File: config.mk
export PLATFORM = sky130hd
export DESIGN_NAME = ppp_port_police
export DESIGN_NICKNAME = d
export VERILOG_FILES = /design/src/include/ppp_pkg.sv /design/src/verilog/ppp_current_limit_acc.sv /design/src/verilog/ppp_port_police.sv
export SDC_FILE = /design/constraint.sdc
export NUM_CORES = 1
export LEC_CHECK = 0
export BUFFER_PORTS_ARGS = -buffer_cell sky130_fd_sc_hd__buf_2
export CORE_ASPECT_RATIO = 1.1
export CORE_MARGIN = 2
export CORE_UTILIZATION = 33
export CTS_BUF_LIST = sky130_fd_sc_hd__clkbuf_4
export DETAILED_ROUTE_END_ITERATION = 8
export GPL_TIMING_DRIVEN = 0
export SLEW_MARGIN = 20
export SYNTH_ARGS = -nofsm -noshare
export SYNTH_HDL_FRONTEND = slang
export SYNTH_HIERARCHICAL = 1
export SYNTH_SLANG_ARGS = --single-unit
File: constraint.sdc
create_clock -name CLK -period 9.66 [get_ports CLK]
set_input_delay 2.415 -clock CLK [delete_from_list [all_inputs] [get_ports CLK]]
set_output_delay 2.415 -clock CLK [all_outputs]
set_load 0.01 [all_outputs]
File: src/include/ppp_pkg.sv
// Constants shared by the port power policing block and its current-limit accumulator.
// Assumes one 20 MHz clock and a plain strobe register port with 8-bit data.
// Functional notes
// - Over-current accumulator rises by one on every over-current evaluation.
// - Each evaluation without over-current lowers the accumulator by one sixteenth.
// - Persistent over-current raises a current-limit fault and removes port power.
// - A very large over-current switches the output transistor off at once.
// - Time spent in the current-limited state is bounded to protect the transistor.
// - The current-limit template follows the class of the attached powered device.
// - Each current-limit fault sets its pair set's flag in the fault register.
// - Granted class comes from budget, pair-count mode, topology and requested class.
// - Granted class becomes pair-set limits; four-pair ports also get the combined limit.
// - Each pair set is policed alone; four-pair ports also police the summed power.
// - Enforced overload thresholds sit slightly above the programmed limits.
// - Pair-set overloads set pair-set faults; combined overloads set the combined fault.
// - Probe-power behaviour applies only to single-signature four-pair ports.
// - Automatic mode watches the first long finger and flags the acknowledgement.
// - Detected devices are measured at power good; limits are power plus margin.
// - Manual completion writes both measured power fields and clears both request bits in the same cycle.
package ppp_pkg;
  localparam int unsigned CLK_PERIOD_NS  = 50;
  localparam int unsigned EVAL_PERIOD_NS = 50000;
  localparam int unsigned EVAL_CYCLES    = (EVAL_PERIOD_NS + CLK_PERIOD_NS - 1) / CLK_PERIOD_NS;
  localparam int unsigned LIMIT_TIME_MS  = 60;
  localparam int unsigned LIMIT_EVALS    = LIMIT_TIME_MS * 1000000 / EVAL_PERIOD_NS;
  localparam int unsigned ACC_W          = 16;
  localparam int unsigned ACC_STEP       = 16;
  localparam logic [15:0] ACC_UP         = 16'h0010;
  localparam logic [15:0] ACC_THRESHOLD  = 16'(LIMIT_EVALS * ACC_STEP);
  localparam int unsigned SETTLE_US      = 1000;
  localparam int unsigned SETTLE_CYCLES  = SETTLE_US * 1000 / CLK_PERIOD_NS;
  localparam int unsigned SET_W          = 15;

  // Register offsets.
  localparam logic [7:0] ADDR_FAULT     = 8'h00;
  localparam logic [7:0] ADDR_CONTROL   = 8'h01;
  localparam logic [7:0] ADDR_BUDGET    = 8'h02;
  localparam logic [7:0] ADDR_MODE      = 8'h03;
  localparam logic [7:0] ADDR_LIMIT0    = 8'h04;
  localparam logic [7:0] ADDR_LIMIT1    = 8'h05;
  localparam logic [7:0] ADDR_LIMIT_4P  = 8'h06;
  localparam logic [7:0] ADDR_PROBE0    = 8'h07;
  localparam logic [7:0] ADDR_PROBE1    = 8'h08;
  localparam logic [7:0] ADDR_CLASS     = 8'h09;
  localparam logic [7:0] ADDR_STATUS    = 8'h0a;

  // Fault register fields: current limit [1:0], pair-set overload [3:2], combined [4].
  localparam int unsigned F_CURRENT_LIMIT    = 0;
  localparam int unsigned F_OVL2P   = 2;
  localparam int unsigned F_OVL4P   = 4;
  // Control register fields.
  localparam int unsigned C_AUTO    = 0;
  localparam int unsigned C_MANUAL  = 1;
  // Mode register fields.
  localparam int unsigned M_FOURPAIR = 0;

  localparam logic [7:0] RST_BUDGET  = 8'h44;
  localparam logic [7:0] RST_CONTROL = 8'h01;
  localparam logic [7:0] RST_MODE    = 8'h00;
  localparam logic [7:0] AUTO_MARGIN = 8'h04;
  localparam int unsigned POLICE_MARGIN_SHIFT = 4;
  localparam logic [3:0] MAX_CLASS   = 4'h8;

  typedef enum logic [2:0] {
    PPP_MAN_IDLE   = 3'b001,
    PPP_MAN_SETTLE = 3'b010,
    PPP_MAN_STORE  = 3'b100
  } ppp_man_state_t;
endpackage

File: src/verilog/ppp_current_limit_acc.sv
// Current-limit accumulator and short-circuit cutoff for one pair set.
// Assumes over-current and short-circuit flags are synchronous to CLK.
`timescale 1ns/1ps
`default_nettype none
module ppp_current_limit_acc
  import ppp_pkg::*;
(
  input  wire logic clk,
  input  wire logic rst_b,
  input  wire logic ce,
  input  wire logic eval,
  input  wire logic powered,
  input  wire logic over_current,
  input  wire logic short_circuit,
  output logic      fault
);
  logic [ACC_W-1:0] acc;

  // Fixed point with four fraction bits: one whole step up, one sixteenth down.
  always_ff @(posedge clk or negedge rst_b) begin
    if (!rst_b) begin
      acc <= '0;
    end else if (ce) begin
      if (!powered) begin
        acc <= '0;
      end else if (eval && over_current) begin
        acc <= (acc > ACC_THRESHOLD) ? acc : ACC_W'(acc + ACC_UP);
      end else if (eval && acc != '0) begin
        acc <= ACC_W'(acc - 1'b1);
      end
    end
  end

  // Reaching the threshold bounds how long the transistor stays limited.
  always_ff @(posedge clk or negedge rst_b) begin
    if (!rst_b) begin
      fault <= 1'b0;
    end else if (ce) begin
      fault <= powered && (short_circuit || acc >= ACC_THRESHOLD);
    end
  end
endmodule
`default_nettype wire

File: src/verilog/ppp_port_police.sv
// Port power policing for one four-pair port made of two pair sets.
// Assumes a power sequencer drives FET_REQUEST and the class-done and power-good levels.
//
// Chosen here: the register offsets and strobed register access.
`timescale 1ns/1ps
`default_nettype none
module ppp_port_police
  import ppp_pkg::*;
#(
  parameter int unsigned SETTLE_COUNT = SETTLE_CYCLES
)
(
  input  wire logic       CLK,
  input  wire logic       RST_B,
  input  wire logic       CE,
  input  wire logic [7:0] ADDR,
  input  wire logic [7:0] WDATA,
  input  wire logic       WR,
  input  wire logic       RD,
  output logic      [7:0] RDATA,
  input  wire logic [1:0] FET_REQUEST,
  input  wire logic [1:0] POWER_GOOD,
  input  wire logic       CLASS_DONE,
  input  wire logic [3:0] PD_REQUESTED_CLASS0,
  input  wire logic [3:0] PD_REQUESTED_CLASS1,
  input  wire logic       SINGLE_SIGNATURE,
  input  wire logic [1:0] FIRST_FINGER,
  input  wire logic [1:0] PD_ACK,
  input  wire logic [1:0] OVER_CURRENT,
  input  wire logic [1:0] SHORT_CIRCUIT,
  input  wire logic [7:0] PAIR_POWER0,
  input  wire logic [7:0] PAIR_POWER1,
  output logic      [1:0] POWER_ENABLE,
  output logic      [3:0] CURRENT_LIMIT_SEL0,
  output logic      [3:0] CURRENT_LIMIT_SEL1
);
  logic [4:0]  fault_reg;
  logic [2:0]  control;
  logic [7:0]  power_budget_setting;
  logic        pair_count_mode;
  logic [7:0]  limit [2];
  logic [7:0]  combined_power_limit;
  logic [7:0]  measured_probe_power [2];
  logic [3:0]  granted_class [2];
  logic [1:0]  auto_power_probe_detected;
  logic [1:0]  current_limit_hit;
  logic [1:0]  ovl2p_hit;
  logic        ovl4p_hit;
  logic [1:0]  latched_off;
  logic [1:0]  pg_q;
  logic [9:0]  eval_cnt;
  logic        eval;
  logic [SET_W-1:0] settle_cnt;
  ppp_man_state_t man_state;
  ppp_man_state_t next_man_state;
  logic [7:0]  pwr [2];
  logic [8:0]  pwr_sum;
  logic        probe_port;
  logic        wr_fault;
  logic        wr_control;
  logic        pg_rise;
  logic        man_store;

  // Class to minimum pair-set power in half-watt steps.
  function automatic logic [7:0] class_power(input logic [3:0] cls);
    case (cls)
      4'h1:    class_power = 8'h08;
      4'h2:    class_power = 8'h0e;
      4'h4:    class_power = 8'h3c;
      4'h5:    class_power = 8'h2d;
      4'h6:    class_power = 8'h3c;
      4'h7:    class_power = 8'h4b;
      4'h8:    class_power = 8'h5a;
      default: class_power = 8'h1f;
    endcase
  endfunction

  // Enforced threshold lies a sixteenth above the programmed value.
  function automatic logic [9:0] police_threshold(input logic [8:0] lim);
    police_threshold = {1'b0, lim} + {5'h00, lim[8:POLICE_MARGIN_SHIFT]};
  endfunction

  function automatic logic [7:0] sat_add(input logic [8:0] a);
    sat_add = a[8] ? 8'hff : a[7:0];
  endfunction

  function automatic logic [3:0] min_class(input logic [3:0] a, input logic [3:0] b);
    min_class = (a < b) ? a : b;
  endfunction

  assign pwr[0]     = PAIR_POWER0;
  assign pwr[1]     = PAIR_POWER1;
  assign pwr_sum    = {1'b0, PAIR_POWER0} + {1'b0, PAIR_POWER1};
  assign probe_port = pair_count_mode && SINGLE_SIGNATURE;
  assign wr_fault   = WR && ADDR == ADDR_FAULT;
  assign wr_control = WR && ADDR == ADDR_CONTROL;
  assign pg_rise    = (&POWER_GOOD) && !(&pg_q);
  assign man_store  = man_state == PPP_MAN_STORE;

  // Evaluation tick for the accumulators.
  always_ff @(posedge CLK or negedge RST_B) begin
    if (!RST_B) begin
      eval_cnt <= '0;
      eval     <= 1'b0;
    end else if (CE) begin
      eval     <= eval_cnt == 10'(EVAL_CYCLES - 1);
      eval_cnt <= (eval_cnt == 10'(EVAL_CYCLES - 1)) ? '0 : 10'(eval_cnt + 1'b1);
    end
  end

  genvar g;
  generate
    for (g = 0; g < 2; g++) begin : gen_acc
      ppp_current_limit_acc u_acc (
        .clk           (CLK),
        .rst_b         (RST_B),
        .ce            (CE),
        .eval          (eval),
        .powered       (POWER_ENABLE[g]),
        .over_current  (OVER_CURRENT[g]),
        .short_circuit (SHORT_CIRCUIT[g]),
        .fault         (current_limit_hit[g])
      );
      assign ovl2p_hit[g] = POWER_GOOD[g] &&
        {2'b00, pwr[g]} > police_threshold({1'b0, limit[g]});
    end
  endgenerate

  assign ovl4p_hit = pair_count_mode && (&POWER_GOOD) &&
    {1'b0, pwr_sum} > police_threshold({1'b0, combined_power_limit});

  // Faults latch the transistor off until the sequencer withdraws its request.
  always_ff @(posedge CLK or negedge RST_B) begin
    if (!RST_B) begin
      latched_off  <= 2'b00;
      POWER_ENABLE <= 2'b00;
    end else if (CE) begin
      for (int i = 0; i < 2; i++) begin
        if (!FET_REQUEST[i]) begin
          latched_off[i]  <= 1'b0;
          POWER_ENABLE[i] <= 1'b0;
        end else if (current_limit_hit[i] || ovl2p_hit[i] || ovl4p_hit) begin
          latched_off[i]  <= 1'b1;
          POWER_ENABLE[i] <= 1'b0;
        end else begin
          POWER_ENABLE[i] <= !latched_off[i];
        end
      end
    end
  end

  // Sticky fault flags: write one to clear, a new fault wins over the clear.
  always_ff @(posedge CLK or negedge RST_B) begin
    if (!RST_B) begin
      fault_reg <= '0;
    end else if (CE) begin
      for (int i = 0; i < 2; i++) begin
        fault_reg[F_CURRENT_LIMIT+i] <= current_limit_hit[i] ||
          (fault_reg[F_CURRENT_LIMIT+i] && !(wr_fault && WDATA[F_CURRENT_LIMIT+i]));
        fault_reg[F_OVL2P+i] <= ovl2p_hit[i] ||
          (fault_reg[F_OVL2P+i] && !(wr_fault && WDATA[F_OVL2P+i]));
      end
      fault_reg[F_OVL4P] <= ovl4p_hit ||
        (fault_reg[F_OVL4P] && !(wr_fault && WDATA[F_OVL4P]));
    end
  end

  // Granted class per pair set, and the current-limit template that follows it.
  always_ff @(posedge CLK or negedge RST_B) begin
    if (!RST_B) begin
      granted_class[0]   <= '0;
      granted_class[1]   <= '0;
      CURRENT_LIMIT_SEL0 <= '0;
      CURRENT_LIMIT_SEL1 <= '0;
    end else if (CE) begin
      if (CLASS_DONE) begin
        if (probe_port) begin
          granted_class[0] <= min_class(PD_REQUESTED_CLASS0,
                                        power_budget_setting[3:0]);
          granted_class[1] <= min_class(PD_REQUESTED_CLASS0,
                                        power_budget_setting[3:0]);
        end else begin
          granted_class[0] <= min_class(PD_REQUESTED_CLASS0,
                                        power_budget_setting[3:0]);
          granted_class[1] <= min_class(PD_REQUESTED_CLASS1,
                                        power_budget_setting[7:4]);
        end
      end
      CURRENT_LIMIT_SEL0 <= granted_class[0];
      CURRENT_LIMIT_SEL1 <= granted_class[1];
    end
  end

  // Acknowledgement seen during the first long finger marks a probe-capable device.
  always_ff @(posedge CLK or negedge RST_B) begin
    if (!RST_B) begin
      auto_power_probe_detected <= 2'b00;
    end else if (CE) begin
      for (int i = 0; i < 2; i++) begin
        if (!FET_REQUEST[i] && !FIRST_FINGER[i]) begin
          auto_power_probe_detected[i] <= auto_power_probe_detected[i] && !CLASS_DONE;
        end else if (FIRST_FINGER[i] && PD_ACK[i] && control[C_AUTO] && probe_port) begin
          auto_power_probe_detected[i] <= 1'b1;
        end
      end
    end
  end

  always_ff @(posedge CLK or negedge RST_B) begin
    if (!RST_B) begin
      pg_q <= 2'b00;
    end else if (CE) begin
      pg_q <= POWER_GOOD;
    end
  end

  // Manual measurement sequence: settle, then store the powers and release the request in one cycle.
  always_comb begin
    next_man_state = man_state;
    case (man_state)
      PPP_MAN_IDLE: begin
        if (control[C_MANUAL+1 -: 2] == 2'b11 && probe_port && (&POWER_GOOD)) begin
          next_man_state = PPP_MAN_SETTLE;
        end
      end
      PPP_MAN_SETTLE: begin
        if (settle_cnt == SET_W'(SETTLE_COUNT - 1)) begin
          next_man_state = PPP_MAN_STORE;
        end
      end
      PPP_MAN_STORE: next_man_state = PPP_MAN_IDLE;
      default:       next_man_state = PPP_MAN_IDLE;
    endcase
  end

  always_ff @(posedge CLK or negedge RST_B) begin
    if (!RST_B) begin
      man_state  <= PPP_MAN_IDLE;
      settle_cnt <= '0;
    end else if (CE) begin
      man_state  <= next_man_state;
      settle_cnt <= (man_state == PPP_MAN_SETTLE) ? SET_W'(settle_cnt + 1'b1) : '0;
    end
  end

  always_ff @(posedge CLK or negedge RST_B) begin
    if (!RST_B) begin
      measured_probe_power[0] <= '0;
      measured_probe_power[1] <= '0;
    end else if (CE) begin
      if (man_store || (pg_rise && probe_port && (&auto_power_probe_detected))) begin
        measured_probe_power[0] <= PAIR_POWER0;
        measured_probe_power[1] <= PAIR_POWER1;
      end
    end
  end

  // Police limits: class values after class power-on, measured values at power good.
  always_ff @(posedge CLK or negedge RST_B) begin
    if (!RST_B) begin
      limit[0]             <= '0;
      limit[1]             <= '0;
      combined_power_limit <= '0;
    end else if (CE) begin
      if (pg_rise && probe_port && (&auto_power_probe_detected)) begin
        limit[0] <= sat_add({1'b0, PAIR_POWER0} + {1'b0, AUTO_MARGIN});
        limit[1] <= sat_add({1'b0, PAIR_POWER1} + {1'b0, AUTO_MARGIN});
        combined_power_limit <= sat_add(pwr_sum + {1'b0, AUTO_MARGIN});
      end else if (CLASS_DONE) begin
        limit[0] <= class_power(granted_class[0]);
        limit[1] <= class_power(granted_class[1]);
        if (pair_count_mode) begin
          combined_power_limit <= sat_add({1'b0, class_power(granted_class[0])} +
                                          {1'b0, class_power(granted_class[1])});
        end
      end else if (WR) begin
        if (ADDR == ADDR_LIMIT0) limit[0] <= WDATA;
        if (ADDR == ADDR_LIMIT1) limit[1] <= WDATA;
        if (ADDR == ADDR_LIMIT_4P) combined_power_limit <= WDATA;
      end
    end
  end

  // Configuration written by software.
  always_ff @(posedge CLK or negedge RST_B) begin
    if (!RST_B) begin
      power_budget_setting <= RST_BUDGET;
      pair_count_mode      <= RST_MODE[M_FOURPAIR];
    end else if (CE && WR) begin
      if (ADDR == ADDR_BUDGET) power_budget_setting <= WDATA;
      if (ADDR == ADDR_MODE) pair_count_mode <= WDATA[M_FOURPAIR];
    end
  end

  // Manual request bits are cleared by hardware in the same cycle that the results are stored.
  always_ff @(posedge CLK or negedge RST_B) begin
    if (!RST_B) begin
      control <= RST_CONTROL[2:0];
    end else if (CE) begin
      if (man_store) begin
        control[C_MANUAL+1 -: 2] <= 2'b00;
      end else if (wr_control) begin
        control <= WDATA[2:0];
      end
    end
  end

  // Read data stand for exactly the cycle after the read strobe.
  always_ff @(posedge CLK or negedge RST_B) begin
    if (!RST_B) begin
      RDATA <= '0;
    end else if (CE) begin
      RDATA <= '0;
      if (RD) begin
        case (ADDR)
          ADDR_FAULT:    RDATA <= {3'b000, fault_reg};
          ADDR_CONTROL:  RDATA <= {5'b00000, control};
          ADDR_BUDGET:   RDATA <= power_budget_setting;
          ADDR_MODE:     RDATA <= {7'b0000000, pair_count_mode};
          ADDR_LIMIT0:   RDATA <= limit[0];
          ADDR_LIMIT1:   RDATA <= limit[1];
          ADDR_LIMIT_4P: RDATA <= combined_power_limit;
          ADDR_PROBE0:   RDATA <= measured_probe_power[0];
          ADDR_PROBE1:   RDATA <= measured_probe_power[1];
          ADDR_CLASS:    RDATA <= {granted_class[1], granted_class[0]};
          ADDR_STATUS:   RDATA <= {2'b00, latched_off, auto_power_probe_detected,
                                   POWER_ENABLE};
          default:       RDATA <= '0;
        endcase
      end
    end
  end
endmodule
`default_nettype wire

==> flow_summary.json <==
{
  "globalplace.congestion": 0.9596,
  "powerDensity_nw_per_um2": 189.2,
  "top_regs": "gen_acc.u_acc/acc (32), limit (16), measured_probe_power (16)",
  "clk_root_buffer_cell": "clkbuf_4",
  "drive_above_1_share": 0.1426,
  "regMostFlops": "gen_acc.u_acc/acc",
  "ir_drop_v": 0.00008048,
  "hold_viol": 0,
  "drt-pass1-iter-count": 7,
  "final_net_count": 1454,
  "largest_reg_flops": 32,
  "slew_viol_final": 0,
  "antenna_found_initial": 2,
  "post-place-ws_ps": 3734,
  "status": "finished, final reports clean",
  "power_mw": 2.323,
  "io_pins": 77,
  "routed_wl_um": 34000,
  "synthTopCellsByArea": "dfrtp_1 34%, ha_1 8.0%, nand2_1 4.3%, mux2_2 4.0%, o21ai_0 3.1%",
  "vias": 9913,
  "core_um2": 33020,
  "netlist.area_leader.share": 0.3364,
  "first_global_vias": 9727,
  "place_hpwl_um": 25980,
  "cts_made_buffers": 17,
  "period_share": 0.5501,
  "critical_path_required_ps": 10130,
  "synth_nets": 1358,
  "grt_overflow": 0,
  "routedWlPerCell_um": 19.25,
  "fill_cells": 3404,
  "cp-end-kind": "register",
  "grt_usage": 0.1994,
  "max_slew_margin": 0.4345,
  "post_cts_buffers": 0,
  "post_cts_resized": 0,
  "slowest_stage": "a311oi_1",
  "start_util": 0.3334,
  "power_leakage_nw": 5.361,
  "p_sw_frac": 0.4220,
  "cts_tree": "yes",
  "seq_area_um2": 3809,
  "syn_to_final_growth_pct": 11.52,
  "drt_iter0_drc": 820,
  "dp.cells": 1732,
  "syn_inst": 1223,
  "syn_avg_cell_area_um2": 9.002,
  "clkSinkCount": 152,
  "crit_family": "compound AO/OA/AOI/OAI gates",
  "multi_input_area_um2": 6718,
  "port_buffers": 76,
  "worstPathCellList": "buf_2 -> ha_1 -> a21o_1 -> a22o_1 -> a311oi_1 -> inv_1 -> ha_1 -> nor2b_1 -> o21ai_0 -> a31oi_1 -> o21a_1 -> or3_1 -> o32ai_1",
  "cp.buffers_inverters": 2,
  "worst-slew-pin-transition_ps": 839.4,
  "fmax_ghz": 0.1882,
  "synth-seq-area-share": 0.3459,
  "cts-htree-levels": 4,
  "yosys.area.top_type": "dfrtp_1",
  "num_rows": 70,
  "rsz0062_at_grt": "no",
  "p_clk_frac": 0.190,
  "finalSetupTns_ps": 0,
  "die_w_um": 178.2,
  "avgViaCountPerCell": 5.613,
  "final_antenna_net_count": 0,
  "synthFlopType": "dfrtp_1",
  "setup_slack_ps": 4346,
  "cpPeakStageDelay_ps": 580,
  "crit_type": "input port to register",
  "synth_edf_count": 0,
  "startpoint_type": "input port",
  "final-setup-viol-count": 0,
  "whs_ps": 513.5,
  "min_path_type": "register to register",
  "fp.dieArea_um2": 34840,
  "min_period_ps": 5314,
  "final_cell_count_no_fill": 1766,
  "crit_fanout": 7,
  "syn_area_um2": 11010,
  "clockBufferDepth": 2,
  "grt_max_degree": 87,
  "die_h_um": 195.6,
  "remaining_drc_errors": 0,
  "synth_commonest_cells": "148 x dfrtp_1, 125 x nand2_1, 84 x nor2_1, 70 x ha_1, 69 x o21ai_0",
  "cp_common_cell": "ha_1",
  "clk_pin_slew_ps": 150,
  "pwr-share-seq": 0.366,
  "ys_warn_count": 6,
  "cts_hold_buf": 0,
  "power_frac_comb": 0.444,
  "p_switching_mw": 0.9804,
  "synthArstFlopShare": 1.000,
  "synth_cell_types": 78,
  "yosysMostFrequentCell": "dfrtp_1",
  "skew_ps": 30.31,
  "arrival_ps": 5790,
  "yosys_register_bits": 152,
  "grt_pass1_wl_um": 54140,
  "clock_latency_ps": 570,
  "drv_cap": 0,
  "internal-power_mw": 1.343
}
==> layout make-up <==
cell class	count	share of cell area
antenna	2	0.0004076
buffer	54	0.01977
clock buffer	18	0.01101
clock inverter	14	0.01386
inverter	64	0.01957
multi-input combinational	953	0.5471
sequential	152	0.3102
tap	432	0.04402
timing repair buffer	77	0.03404
==> worst paths after layout <==
path	startpoint	to	slack, ps	cells past startpoint
max	PAIR_POWER0[4]	POWER_ENABLE[0]	4350	13
min	measured_probe_power[2]	measured_probe_power[2]	510	2
max reg2reg	combined_power_limit[4]	POWER_ENABLE[0]	6020	13
min reg2reg	measured_probe_power[2]	measured_probe_power[2]	510	2
max in group asynchronous	RST_B	gen_acc[0].u_acc/acc[0]	7040	2
min in group asynchronous	RST_B	settle_cnt[10]	1780	1
==> per-stage QoR <==
| stage | cell area, µm² | utilization |
|---|---|---|
| 2_1_floorplan | 11010 | - |
| 3_3_place_gp | 11930 | 0.3613 |
| 3_5_place_dp | 11970 | 0.3624 |
| 4_1_cts | 12270 | 0.3717 |
| 5_1_grt | 12280 | 0.3718 |
| 6_report | 12280 | 0.3718 |
==> power by group through the flow <==
stage | clock network, mW | registers [mW] | logic (mW)
3_5_place_dp | 0 | 0.860 | 1.02
2_1_floorplan | 0 | 0.821 | 0.764
3_3_place_gp | 0 | 0.860 | 0.996
5_1_grt | 0.480 | 0.865 | 1.15
6_report | 0.441 | 0.851 | 1.03
4_1_cts | 0.450 | 0.848 | 1.02
==> kinds of logic after synthesis <==
| logic type | synth area share |
|---|---|
| AO/OA/AOI/OAI | 0.2122 |
| XOR/XNOR | 0.04694 |
| adder cells (fa/ha/maj) | 0.09047 |
| buffers and inverters | 0.04387 |
| flip-flops | 0.3459 |
| multiplexers | 0.07717 |
| AND/OR/NAND/NOR | 0.1834 |
==> per-layer routing <==
layer / track usage / part of all wire / vias to the layer above
li1: - / - / 4718
met1: 0.2684 / 0.44 / 4849
met2: 0.3336 / 0.48 / 294
met3: 0.02590 / 0.049 / 52
met4: 0.05707 / 0.023 / 0
met5: 0 / 0 / -
==> worst min-delay path, stage by stage, from the launching register on <==
cell and delay (ps):
dfrtp_1 370, nand2_1 60, o21ai_0 60
==> layout by cell type, fill, tap and decap left out, types with 27 or more instances in the layout <==
cell and instances:
dfrtp_1 148, nand2_1 125, nor2_1 84, buf_2 80
ha_1 70, o21ai_0 69, inv_1 64, a21oi_1 60
nand3_1 42, clkbuf_1 40, mux2_2 39, mux2i_1 32
xor2_1 30, xnor2_1 29, nand4_1 27
Power figures use the tool's default switching activity.
